`src/common/sar_adc_regs.svh`:
```
`ifndef SAR_ADC_REGS_SVH
`define SAR_ADC_REGS_SVH

// byte offsets of the register words
`define REG_CTRL 8'h00
`define REG_CHANNEL 8'h04
`define REG_ACCUM_CFG 8'h08
`define REG_RESULT_HIGH_BYTE 8'h0C
`define REG_RESULT_LOW_BYTE 8'h10
`define REG_STATUS 8'h14
`define REG_INT_STATUS 8'h18
`define REG_INT_MASK 8'h1C
`define REG_WIN_LOW 8'h20
`define REG_WIN_HIGH 8'h24

// control fields
`define CTRL_ENABLE_BIT 0
`define CTRL_BURST_BIT 1
`define CTRL_START_BIT 2

// accumulator_config fields
`define ACFG_RPT_LSB 0
`define ACFG_FMT_LSB 4

// interrupt status bits
`define INT_DONE_BIT 0
`define INT_WINDOW_BIT 1

// input channel codes
`define CH_PAD 5'h00
`define CH_TEMP 5'h1B
`define CH_SUPPLY 5'h1C
`define CH_REGULATOR 5'h1D
`define CH_GROUND 5'h1F

// reset values
`define RST_WIN_LOW 16'h0000
`define RST_WIN_HIGH 16'hFFFF
`define RST_RESULT 16'h0000

// power-up counter target; a burst spends this plus one cycle powering the converter up
`define POWERUP_CYCLES 3'h4

`endif

```
`src/common/sar_adc_pkg.sv`:
```
`default_nettype none
package sar_adc_pkg;

    typedef enum logic [1:0] {
        ST_IDLE = 2'b00,
        ST_POWERUP = 2'b01,
        ST_CONVERT = 2'b10,
        ST_GAP = 2'b11
    } seq_state_e;

    typedef enum logic [2:0] {
        RPT_1 = 3'b000,
        RPT_4 = 3'b001,
        RPT_8 = 3'b010,
        RPT_16 = 3'b011,
        RPT_32 = 3'b100,
        RPT_64 = 3'b101
    } repeat_count_e;

    typedef logic [15:0] result_t;

endpackage
`default_nettype wire

```
`src/logic/sar_accumulator.sv`:
```
`timescale 1ns/1ns
`default_nettype none
module sar_accumulator
    import sar_adc_pkg::*;
(
    input wire logic sys_clk, // system clock
    input wire logic rst, // synchronous reset
    input wire logic clear, // start of a new series
    input wire logic add, // one conversion code arrives
    input wire logic [9:0] code, // conversion code
    input wire logic [2:0] result_format_select, // justification and shift
    output result_t acc_sum, // running sum
    output result_t formatted_next // formatted sum including this code
);
    result_t acc_q;
    result_t acc_d;
    result_t sum_now;
    result_t left_just;
    result_t right_shift;

    // unsigned sum; 64 full-scale codes still fit in 16 bits
    assign sum_now = add ? 16'(acc_q + {6'h00, code}) : acc_q;
    assign acc_d = clear ? 16'h0000 : sum_now;
    assign left_just = {sum_now[9:0], 6'h00};
    assign right_shift = sum_now >> result_format_select[1:0];
    // bits of the pair outside the placed code stay zero
    assign formatted_next = result_format_select[2] ? left_just : right_shift;
    assign acc_sum = acc_q;

    always_ff @(posedge sys_clk) begin
        if (rst) begin
            acc_q <= 16'h0000;
        end else begin
            acc_q <= acc_d;
        end
    end
endmodule // sar_accumulator
`default_nettype wire

```
`src/logic/sar_adc_result_formatter.sv`:
```
// Notes on behaviour
// - channel code routes pad, temp, supply, regulator, ground
// - result split into high and low bytes
// - single conversion gives unsigned 10-bit code
// - format 000 right, 100 left justified
// - unused result bits read as zero
// - series sum updates result only at end
// - repeat counts 1,4,8,16,32,64, unsigned sums
// - 16-bit accumulator sums codes without software
// - format shifts sum right by 1-3
// - burst powers up, converts, powers down alone
// - done flag only after full repeat count
// - busy fall at the end of a series sets done and interrupt
// - window compares only after full count
//
// Register access over Avalon-MM and the placing of the registers were decided locally.
`timescale 1ns/1ns
`default_nettype none
`include "sar_adc_regs.svh"
module sar_adc_result_formatter
    import sar_adc_pkg::*;
(
    input wire logic sys_clk, // 25 MHz system clock
    input wire logic rst, // synchronous reset, active high
    input wire logic [7:0] address, // avalon byte address
    input wire logic read, // avalon read
    input wire logic write, // avalon write
    input wire logic [31:0] writedata, // avalon write data
    input wire logic [3:0] byteenable, // avalon byte enables
    output logic [31:0] readdata, // avalon read data
    output logic waitrequest, // avalon wait request
    input wire logic sample_valid, // converter finished one code
    input wire logic [9:0] sample_code, // converter code
    output logic conv_start, // one-cycle start to converter
    output logic conv_power, // converter powered
    output logic conv_busy, // conversion_busy_bit
    output logic [4:0] channel_route, // one-hot input route
    output logic irq // level interrupt
);
    // bus slave
    logic waitreq_q;
    logic waitreq_d;
    logic [31:0] readdata_q;
    logic [31:0] rd_mux;
    wire wr_fire = write && !waitreq_q;
    wire rd_take = read && waitreq_q;
    wire [31:0] be_mask = {{8{byteenable[3]}}, {8{byteenable[2]}}, {8{byteenable[1]}}, {8{byteenable[0]}}};
    wire [31:0] wd_m = writedata & be_mask;
    wire hit_ctrl = wr_fire && address == `REG_CTRL;
    wire hit_chan = wr_fire && address == `REG_CHANNEL;
    wire hit_acfg = wr_fire && address == `REG_ACCUM_CFG;
    wire hit_isr = wr_fire && address == `REG_INT_STATUS;
    wire hit_imask = wr_fire && address == `REG_INT_MASK;
    wire hit_wlo = wr_fire && address == `REG_WIN_LOW;
    wire hit_whi = wr_fire && address == `REG_WIN_HIGH;

    // software state
    logic conv_enable_q;
    logic burst_enable_q;
    logic [4:0] input_channel_select_q;
    logic [2:0] repeat_count_select_q;
    logic [2:0] result_format_select_q;
    result_t result_q;
    result_t win_low_q;
    result_t win_high_q;
    logic [1:0] int_status_q;
    logic [1:0] int_status_d;
    logic [1:0] int_mask_q;
    logic irq_q;

    // sequencer
    seq_state_e state_q;
    seq_state_e state_d;
    logic [6:0] cnt_q;
    logic [6:0] cnt_d;
    logic [2:0] pw_cnt_q;
    logic start_q;
    logic start_d;
    logic busy_q;
    logic power_q;
    logic [4:0] route_q;
    logic series_clear;

    result_t formatted_next;

    wire start_req = hit_ctrl && byteenable[0] && writedata[`CTRL_START_BIT];
    wire run_ok = conv_enable_q || burst_enable_q;
    wire accum_add = state_q == ST_CONVERT && sample_valid;

    // series length decode; unused codes fall back to single conversions
    wire [6:0] rpt_target =
        (repeat_count_select_q == RPT_4) ? 7'h04 :
        (repeat_count_select_q == RPT_8) ? 7'h08 :
        (repeat_count_select_q == RPT_16) ? 7'h10 :
        (repeat_count_select_q == RPT_32) ? 7'h20 :
        (repeat_count_select_q == RPT_64) ? 7'h40 : 7'h01;

    wire series_last = accum_add && 7'(cnt_q + 7'h01) == rpt_target;
    wire in_window = formatted_next >= win_low_q && formatted_next <= win_high_q;

    // only the five documented codes reach the mux; reserved codes select nothing
    wire [4:0] route_d = {
        input_channel_select_q == `CH_GROUND,
        input_channel_select_q == `CH_REGULATOR,
        input_channel_select_q == `CH_SUPPLY,
        input_channel_select_q == `CH_TEMP,
        input_channel_select_q == `CH_PAD};

    sar_accumulator u_acc (
        .sys_clk(sys_clk),
        .rst(rst),
        .clear(series_clear),
        .add(accum_add),
        .code(sample_code),
        .result_format_select(result_format_select_q),
        .acc_sum(),
        .formatted_next(formatted_next)
    );

    always_comb begin
        state_d = state_q;
        cnt_d = cnt_q;
        start_d = 1'b0;
        series_clear = 1'b0;
        case (state_q)
            ST_IDLE: begin
                if (start_req && run_ok) begin
                    series_clear = 1'b1;
                    cnt_d = 7'h00;
                    if (burst_enable_q && !conv_enable_q) begin
                        state_d = ST_POWERUP;
                    end else begin
                        state_d = ST_CONVERT;
                        start_d = 1'b1;
                    end
                end
            end
            ST_POWERUP: begin
                if (pw_cnt_q == `POWERUP_CYCLES) begin
                    state_d = ST_CONVERT;
                    start_d = 1'b1;
                end
            end
            ST_CONVERT: begin
                if (accum_add) begin
                    cnt_d = 7'(cnt_q + 7'h01);
                    if (series_last) begin
                        state_d = ST_IDLE;
                    end else if (burst_enable_q) begin
                        // burst runs the whole series from one start
                        start_d = 1'b1;
                    end else begin
                        state_d = ST_GAP;
                    end
                end
            end
            ST_GAP: begin
                // without burst every conversion waits for its own start
                if (start_req) begin
                    state_d = ST_CONVERT;
                    start_d = 1'b1;
                end
            end
            default: begin
                state_d = ST_IDLE;
            end
        endcase
    end

    // done and window events come only from the last code of a series
    wire [1:0] int_set = {series_last && in_window, series_last};
    wire [1:0] int_clr = hit_isr ? wd_m[1:0] : 2'b00;
    // a set in the same cycle as a write-one-to-clear wins
    assign int_status_d = (int_status_q & ~int_clr) | int_set;

    always_ff @(posedge sys_clk) begin
        if (rst) begin
            state_q <= ST_IDLE;
            cnt_q <= 7'h00;
            pw_cnt_q <= 3'h0;
            start_q <= 1'b0;
            busy_q <= 1'b0;
            power_q <= 1'b0;
        end else begin
            state_q <= state_d;
            cnt_q <= cnt_d;
            pw_cnt_q <= (state_q == ST_POWERUP) ? 3'(pw_cnt_q + 3'h1) : 3'h0;
            start_q <= start_d;
            busy_q <= state_d == ST_CONVERT;
            // burst alone keeps the converter up only while a series runs
            power_q <= conv_enable_q || state_d != ST_IDLE;
        end
    end

    always_ff @(posedge sys_clk) begin
        if (rst) begin
            result_q <= `RST_RESULT;
        end else if (series_last) begin
            result_q <= formatted_next;
        end
    end

    assign waitreq_d = !(waitreq_q && (read || write));

    always_ff @(posedge sys_clk) begin
        if (rst) begin
            conv_enable_q <= 1'b0;
            burst_enable_q <= 1'b0;
            input_channel_select_q <= `CH_PAD;
            repeat_count_select_q <= RPT_1;
            result_format_select_q <= 3'b000;
            int_mask_q <= 2'b00;
        end else begin
            if (hit_ctrl && byteenable[0]) begin
                conv_enable_q <= writedata[`CTRL_ENABLE_BIT];
                burst_enable_q <= writedata[`CTRL_BURST_BIT];
            end
            if (hit_chan && byteenable[0]) begin
                input_channel_select_q <= writedata[4:0];
            end
            if (hit_acfg && byteenable[0]) begin
                repeat_count_select_q <= writedata[`ACFG_RPT_LSB +: 3];
                result_format_select_q <= writedata[`ACFG_FMT_LSB +: 3];
            end
            if (hit_imask && byteenable[0]) begin
                int_mask_q <= writedata[1:0];
            end
        end
    end

    always_ff @(posedge sys_clk) begin
        if (rst) begin
            win_low_q <= `RST_WIN_LOW;
            win_high_q <= `RST_WIN_HIGH;
        end else begin
            if (hit_wlo) begin
                win_low_q <= (win_low_q & ~be_mask[15:0]) | wd_m[15:0];
            end
            if (hit_whi) begin
                win_high_q <= (win_high_q & ~be_mask[15:0]) | wd_m[15:0];
            end
        end
    end

    always_ff @(posedge sys_clk) begin
        if (rst) begin
            int_status_q <= 2'b00;
            irq_q <= 1'b0;
            route_q <= 5'h00;
        end else begin
            int_status_q <= int_status_d;
            irq_q <= |(int_status_d & int_mask_q);
            route_q <= route_d;
        end
    end

    // each result byte sits in the low lane of its own word
    always_comb begin
        case (address)
            `REG_CTRL: rd_mux = {30'h0000_0000, burst_enable_q, conv_enable_q};
            `REG_CHANNEL: rd_mux = {27'h000_0000, input_channel_select_q};
            `REG_ACCUM_CFG: rd_mux = {25'h000_0000, result_format_select_q, 1'b0, repeat_count_select_q};
            `REG_RESULT_HIGH_BYTE: rd_mux = {24'h00_0000, result_q[15:8]};
            `REG_RESULT_LOW_BYTE: rd_mux = {24'h00_0000, result_q[7:0]};
            `REG_STATUS: rd_mux = {16'h0000, 1'b0, cnt_q, 4'h0, state_q, power_q, busy_q};
            `REG_INT_STATUS: rd_mux = {30'h0000_0000, int_status_q};
            `REG_INT_MASK: rd_mux = {30'h0000_0000, int_mask_q};
            `REG_WIN_LOW: rd_mux = {16'h0000, win_low_q};
            `REG_WIN_HIGH: rd_mux = {16'h0000, win_high_q};
            default: rd_mux = 32'h0000_0000;
        endcase
    end

    always_ff @(posedge sys_clk) begin
        if (rst) begin
            waitreq_q <= 1'b1;
            readdata_q <= 32'h0000_0000;
        end else begin
            waitreq_q <= waitreq_d;
            if (rd_take) begin
                readdata_q <= rd_mux;
            end
        end
    end

    assign readdata = readdata_q;
    assign waitrequest = waitreq_q;
    assign conv_start = start_q;
    assign conv_power = power_q;
    assign conv_busy = busy_q;
    assign channel_route = route_q;
    assign irq = irq_q;
endmodule // sar_adc_result_formatter
`default_nettype wire

```
`config.mk`:
```
export PLATFORM = sky130hd
export DESIGN_NAME = sar_adc_result_formatter
export DESIGN_NICKNAME = d
export VERILOG_FILES = /design/src/common/sar_adc_pkg.sv /design/src/logic/sar_accumulator.sv /design/src/logic/sar_adc_result_formatter.sv
export VERILOG_INCLUDE_DIRS = /design/src /design/src/common
export SDC_FILE = /design/constraint.sdc
export NUM_CORES = 1
export LEC_CHECK = 0
export BUFFER_PORTS_ARGS = -buffer_cell sky130_fd_sc_hd__buf_2
export CAP_MARGIN = 20
export CORE_MARGIN = 5
export CORE_UTILIZATION = 40
export CTS_BUF_LIST = sky130_fd_sc_hd__clkbuf_16
export CTS_CLUSTER_SIZE = 28
export DETAILED_ROUTE_END_ITERATION = 16
export GPL_TIMING_DRIVEN = 0
export HOLD_SLACK_MARGIN = 0.03
export PLACE_DENSITY_LB_ADDON = 0.1
export SYNTH_ARGS = -nofsm -noshare
export SYNTH_HDL_FRONTEND = slang
export SYNTH_HIERARCHICAL = 1
export SYNTH_SLANG_ARGS = --single-unit
```
`constraint.sdc`:
```
create_clock -name sys_clk -period 6.1 [get_ports sys_clk]
set_clock_uncertainty 0.2 [all_clocks]
set_input_delay 1.22 -clock sys_clk [delete_from_list [all_inputs] [get_ports sys_clk]]
set_output_delay 1.22 -clock sys_clk [all_outputs]
set_load 0.03 [all_outputs]
```
==> out/results.tsv <==
stage	metric	value	unit
setup_path	cp.required	6.18	ns
pwr	irDropWorstVdd	0.1789	mV
min_path	hp-class	reg2reg	
clock_tree	cts_made_buffers	17	
synth	synth_top_area_cell	dfxtp_1	
finish	syn2layout_area_growth	17.62	%
pwr	p_per_area	232.9	nW/um^2
timing	grt_setup_unrepaired	no	
clock_tree	cts_tree	built	
grt	grt_use_total	22.05	%
finish	ff_latch_area	2382	sq um
placed_design	gp_congestion	0.8837	
placed_design	placed_area	7780	sq um
grt	grt_max_degree	17	
setup_path	path_max_fanout	4	
setup_path	crit_chain	buf_2 > ha_1 > a211oi_1 > o21ai_1 > or4_1 > and4_4 > mux4_2 > a22oi_1 > o21ai_0 > ha_1 > a211oi_1 > o221ai_1 > a21oi_1 > o21ai_0 > o211ai_1 > a2bb2oi_1 > o32ai_2	
floorplanning	die_area	20570	sq um
floorplanning	io_pins	101	
clock_tree	clkLatencyLatePin	0.42	ns
timing	fmax	186.9	MHz
detailed_routing	drt-total-wl	22510	um
pwr	cellLeakagePower	3.763	nW
synth	synth_top_area_share	33.45	%
grt	overflow	0	
grt	grt_pass1_wl	34930	um
timing	worst_slew_pin_slew	0.7901	ns
detailed_routing	vias_per_cell	5.543	
timing	final-hold-violation-count	0	
floorplanning	die_y	143.4	um
timing	fin_crit_sh	87.72	%
detailed_routing	vias	6635	
synth	synth_edf_count	0	
placed_design	portBuffers	64	
synth	synth_top_cells_by_area	dfxtp_1 33%, ha_1 7.9%, mux2i_1 6.9%	
setup_path	path_class	in2reg	
timing	fin_crit	5.351	ns
timing	fin_tns_setup	0	ns
clock_tree	clockBufferDepth	2	
setup_path	endpoint_kind	register	
finish	drive_gt1_share	13.79	%
clock_tree	h-tree-depth	4	
synth	synth-seq-cells	119	
clock_tree	cts.sinks	119	
clock_tree	cts_root_buf	clkbuf_16	
synth	synthFlopType	dfxtp_1	
detailed_routing	route.antenna.remaining_nets	0	
detailed_routing	drc	0	
status	status	finished clean	
clock_tree	cts_setup_buffers	0	
setup_path	crit_path_max_incr_delay	0.52	ns
floorplanning	coreArea	17360	sq um
synth	ys_types	76	
setup_path	cp_top_family	compound AO/OA/AOI/OAI gates	
finish	multi_input_area	4249	sq um
synth	netlist_area	7122	sq um
timing	setup_violations	0	
finish	fin_area	8377	sq um
clock_tree	cts_resized	0	
synth	yosys_warnings	6	
finish	fin_nets	1064	
timing	holdWs	0.2437	ns
finish	n_antenna_cell	0	
flow_run	drv_cap	0	
setup_path	startpoint_type	primary input	
setup_path	slowest_stage	mux4_2	
floorplanning	num_rows	48	
placed_design	dp_hpwl	17280	um
detailed_routing	drtIter0Drc	521	
pwr	power.total	1.951	mW
detailed_routing	wl_per_cell	18.80	um
setup_path	path_buf_inv	1	
floorplanning	die_w	143.4	um
timing	max_slew_margin	47.16	%
detailed_routing	drtPass1Iterations	6	
clock_tree	clk_pin_slew	0.05	ns
timing	slew_violations	0	
synth	netlist_instances	861	
grt	antenna_found_initial	0	
grt	grt_pass1_vias	6326	
synth	async_reset_ff_share	0	%
setup_path	arrival	5.43	ns
floorplanning	floorplan.initialDensity	41.03	%
synth	ys_seq_area_share	33.45	%
finish	nFillCells	1730	
clock_tree	cts_hold_buf	0	
synth	syn_area_per_cell	8.272	sq um
[cells by family (layout without fill, tap and decap cells)]
family	count (synthesis)	count (layout)	synth area share [%]
AOI/OAI and AO/OA	194	194	18.94
buffers and inverters	117	213	7.677
other	1	16	0.05266
muxes	63	63	9.575
adders and majority gates	46	46	8.187
xor gates and xnor gates	16	16	1.968
DFF	119	119	33.45
and+or+nand+nor	305	305	20.15
[synthesized netlist by cell type, types with 7 or more instances]
cell type,number
o211ai_1,18
nand3_1,44
buf_4,17
nand4_1,8
a21oi_1,59
a221oi_1,11
nor2b_1,9
nor2_1,107
nand2_1,72
xor2_1,8
mux2i_1,49
a21o_1,7
clkbuf_1,34
o21ai_0,22
a222oi_1,11
nand2b_1,8
nor3_1,16
ha_1,45
xnor2_1,8
inv_1,54
dfxtp_1,119
a211oi_1,17
mux2_2,11
[routing by layer]
metal  GRT usage (%)  vias to the layer above  part of all wire [%]
met5               0                        -                     0
met2           33.60                      225                    44
li1                -                     3289                     -
met4           7.433                        0                   1.6
met3           3.993                       32                   6.4
met1           31.49                     3089                    48
[cell type report]
class,count,area share [%]
timing repair buffer,64,3.824
inverter,56,2.509
clock inverter,15,2.046
tap,225,3.361
clock buffer,17,5.078
sequential,119,28.44
multi-input combinational,640,50.72
buffer,61,4.018
[per-stage QoR]
step | utilization, % | std cells | setup WS, ns
after CTS | 48.26 | 1197 | 0.7994
after global placement | 44.82 | 1165 | 0.3744
after detailed placement | 44.82 | 1165 | 0.3650
after floorplan | - | 876 | 1.309
after global routing | 48.26 | 1197 | 0.4675
final | 48.26 | 1197 | 0.7493
[path summary, 6_finish.rpt]
check	slack (ns)	from	end	cells after the start
worst min register to register	0.24	pw_cnt_q[0]$_SDFF_PP0_	pw_cnt_q[0]$_SDFF_PP0_	1
worst min-delay path	0.24	pw_cnt_q[0]$_SDFF_PP0_	pw_cnt_q[0]$_SDFF_PP0_	1
worst max register to register	0.86	state_q[0]$_SDFF_PP0_	irq$_SDFF_PP0_	20
worst max-delay path	0.75	sample_code[1]	irq$_SDFF_PP0_	17
[cell usage in the layout, fill, tap and decap left out, drive strengths merged, types with 4 or more instances in the layout]
cell and instances:
ha 45, clkinv 6, and2 4, dfxtp 119, or4 4, a21o 7, clkbuf 52, o211ai 18
nor4 4, a221oi 11, nand2b 8, nor2 107, a211oi 17, nand2 72, bufinv 4, mux2i 49
a21oi 59, a221o 5, buf 88, inv 59, nand3b 5, nor3 16, xnor2 8, o21ai 23
xor2 8, mux2 11, nor2b 9, or3 5, conb 16, o31ai 4, a222oi 11, o221ai 5
nand4 8, nand3 45
[worst register-to-register path: cells and delay by family (launching register included)]
family / cells / cell delay (ns)
DFF: 1 / 0.29
AOI/OAI and AO/OA: 8 / 1.99
adders and majority gates: 1 / 0.39
and+or+nand+nor: 7 / 1.25
xor gates and xnor gates: 1 / 0.36
buffers and inverters: 3 / 0.64
[report_power, final]
| group | switching, mW | internal (mW) | total (mW) |
|---|---|---|---|
| Sequential | 0.00481 | 0.785 | 0.790 |
| Clock | 0.362 | 0.670 | 1.03 |
| Combinational | 0.0891 | 0.0400 | 0.129 |
(Power assumes the default switching activity.)
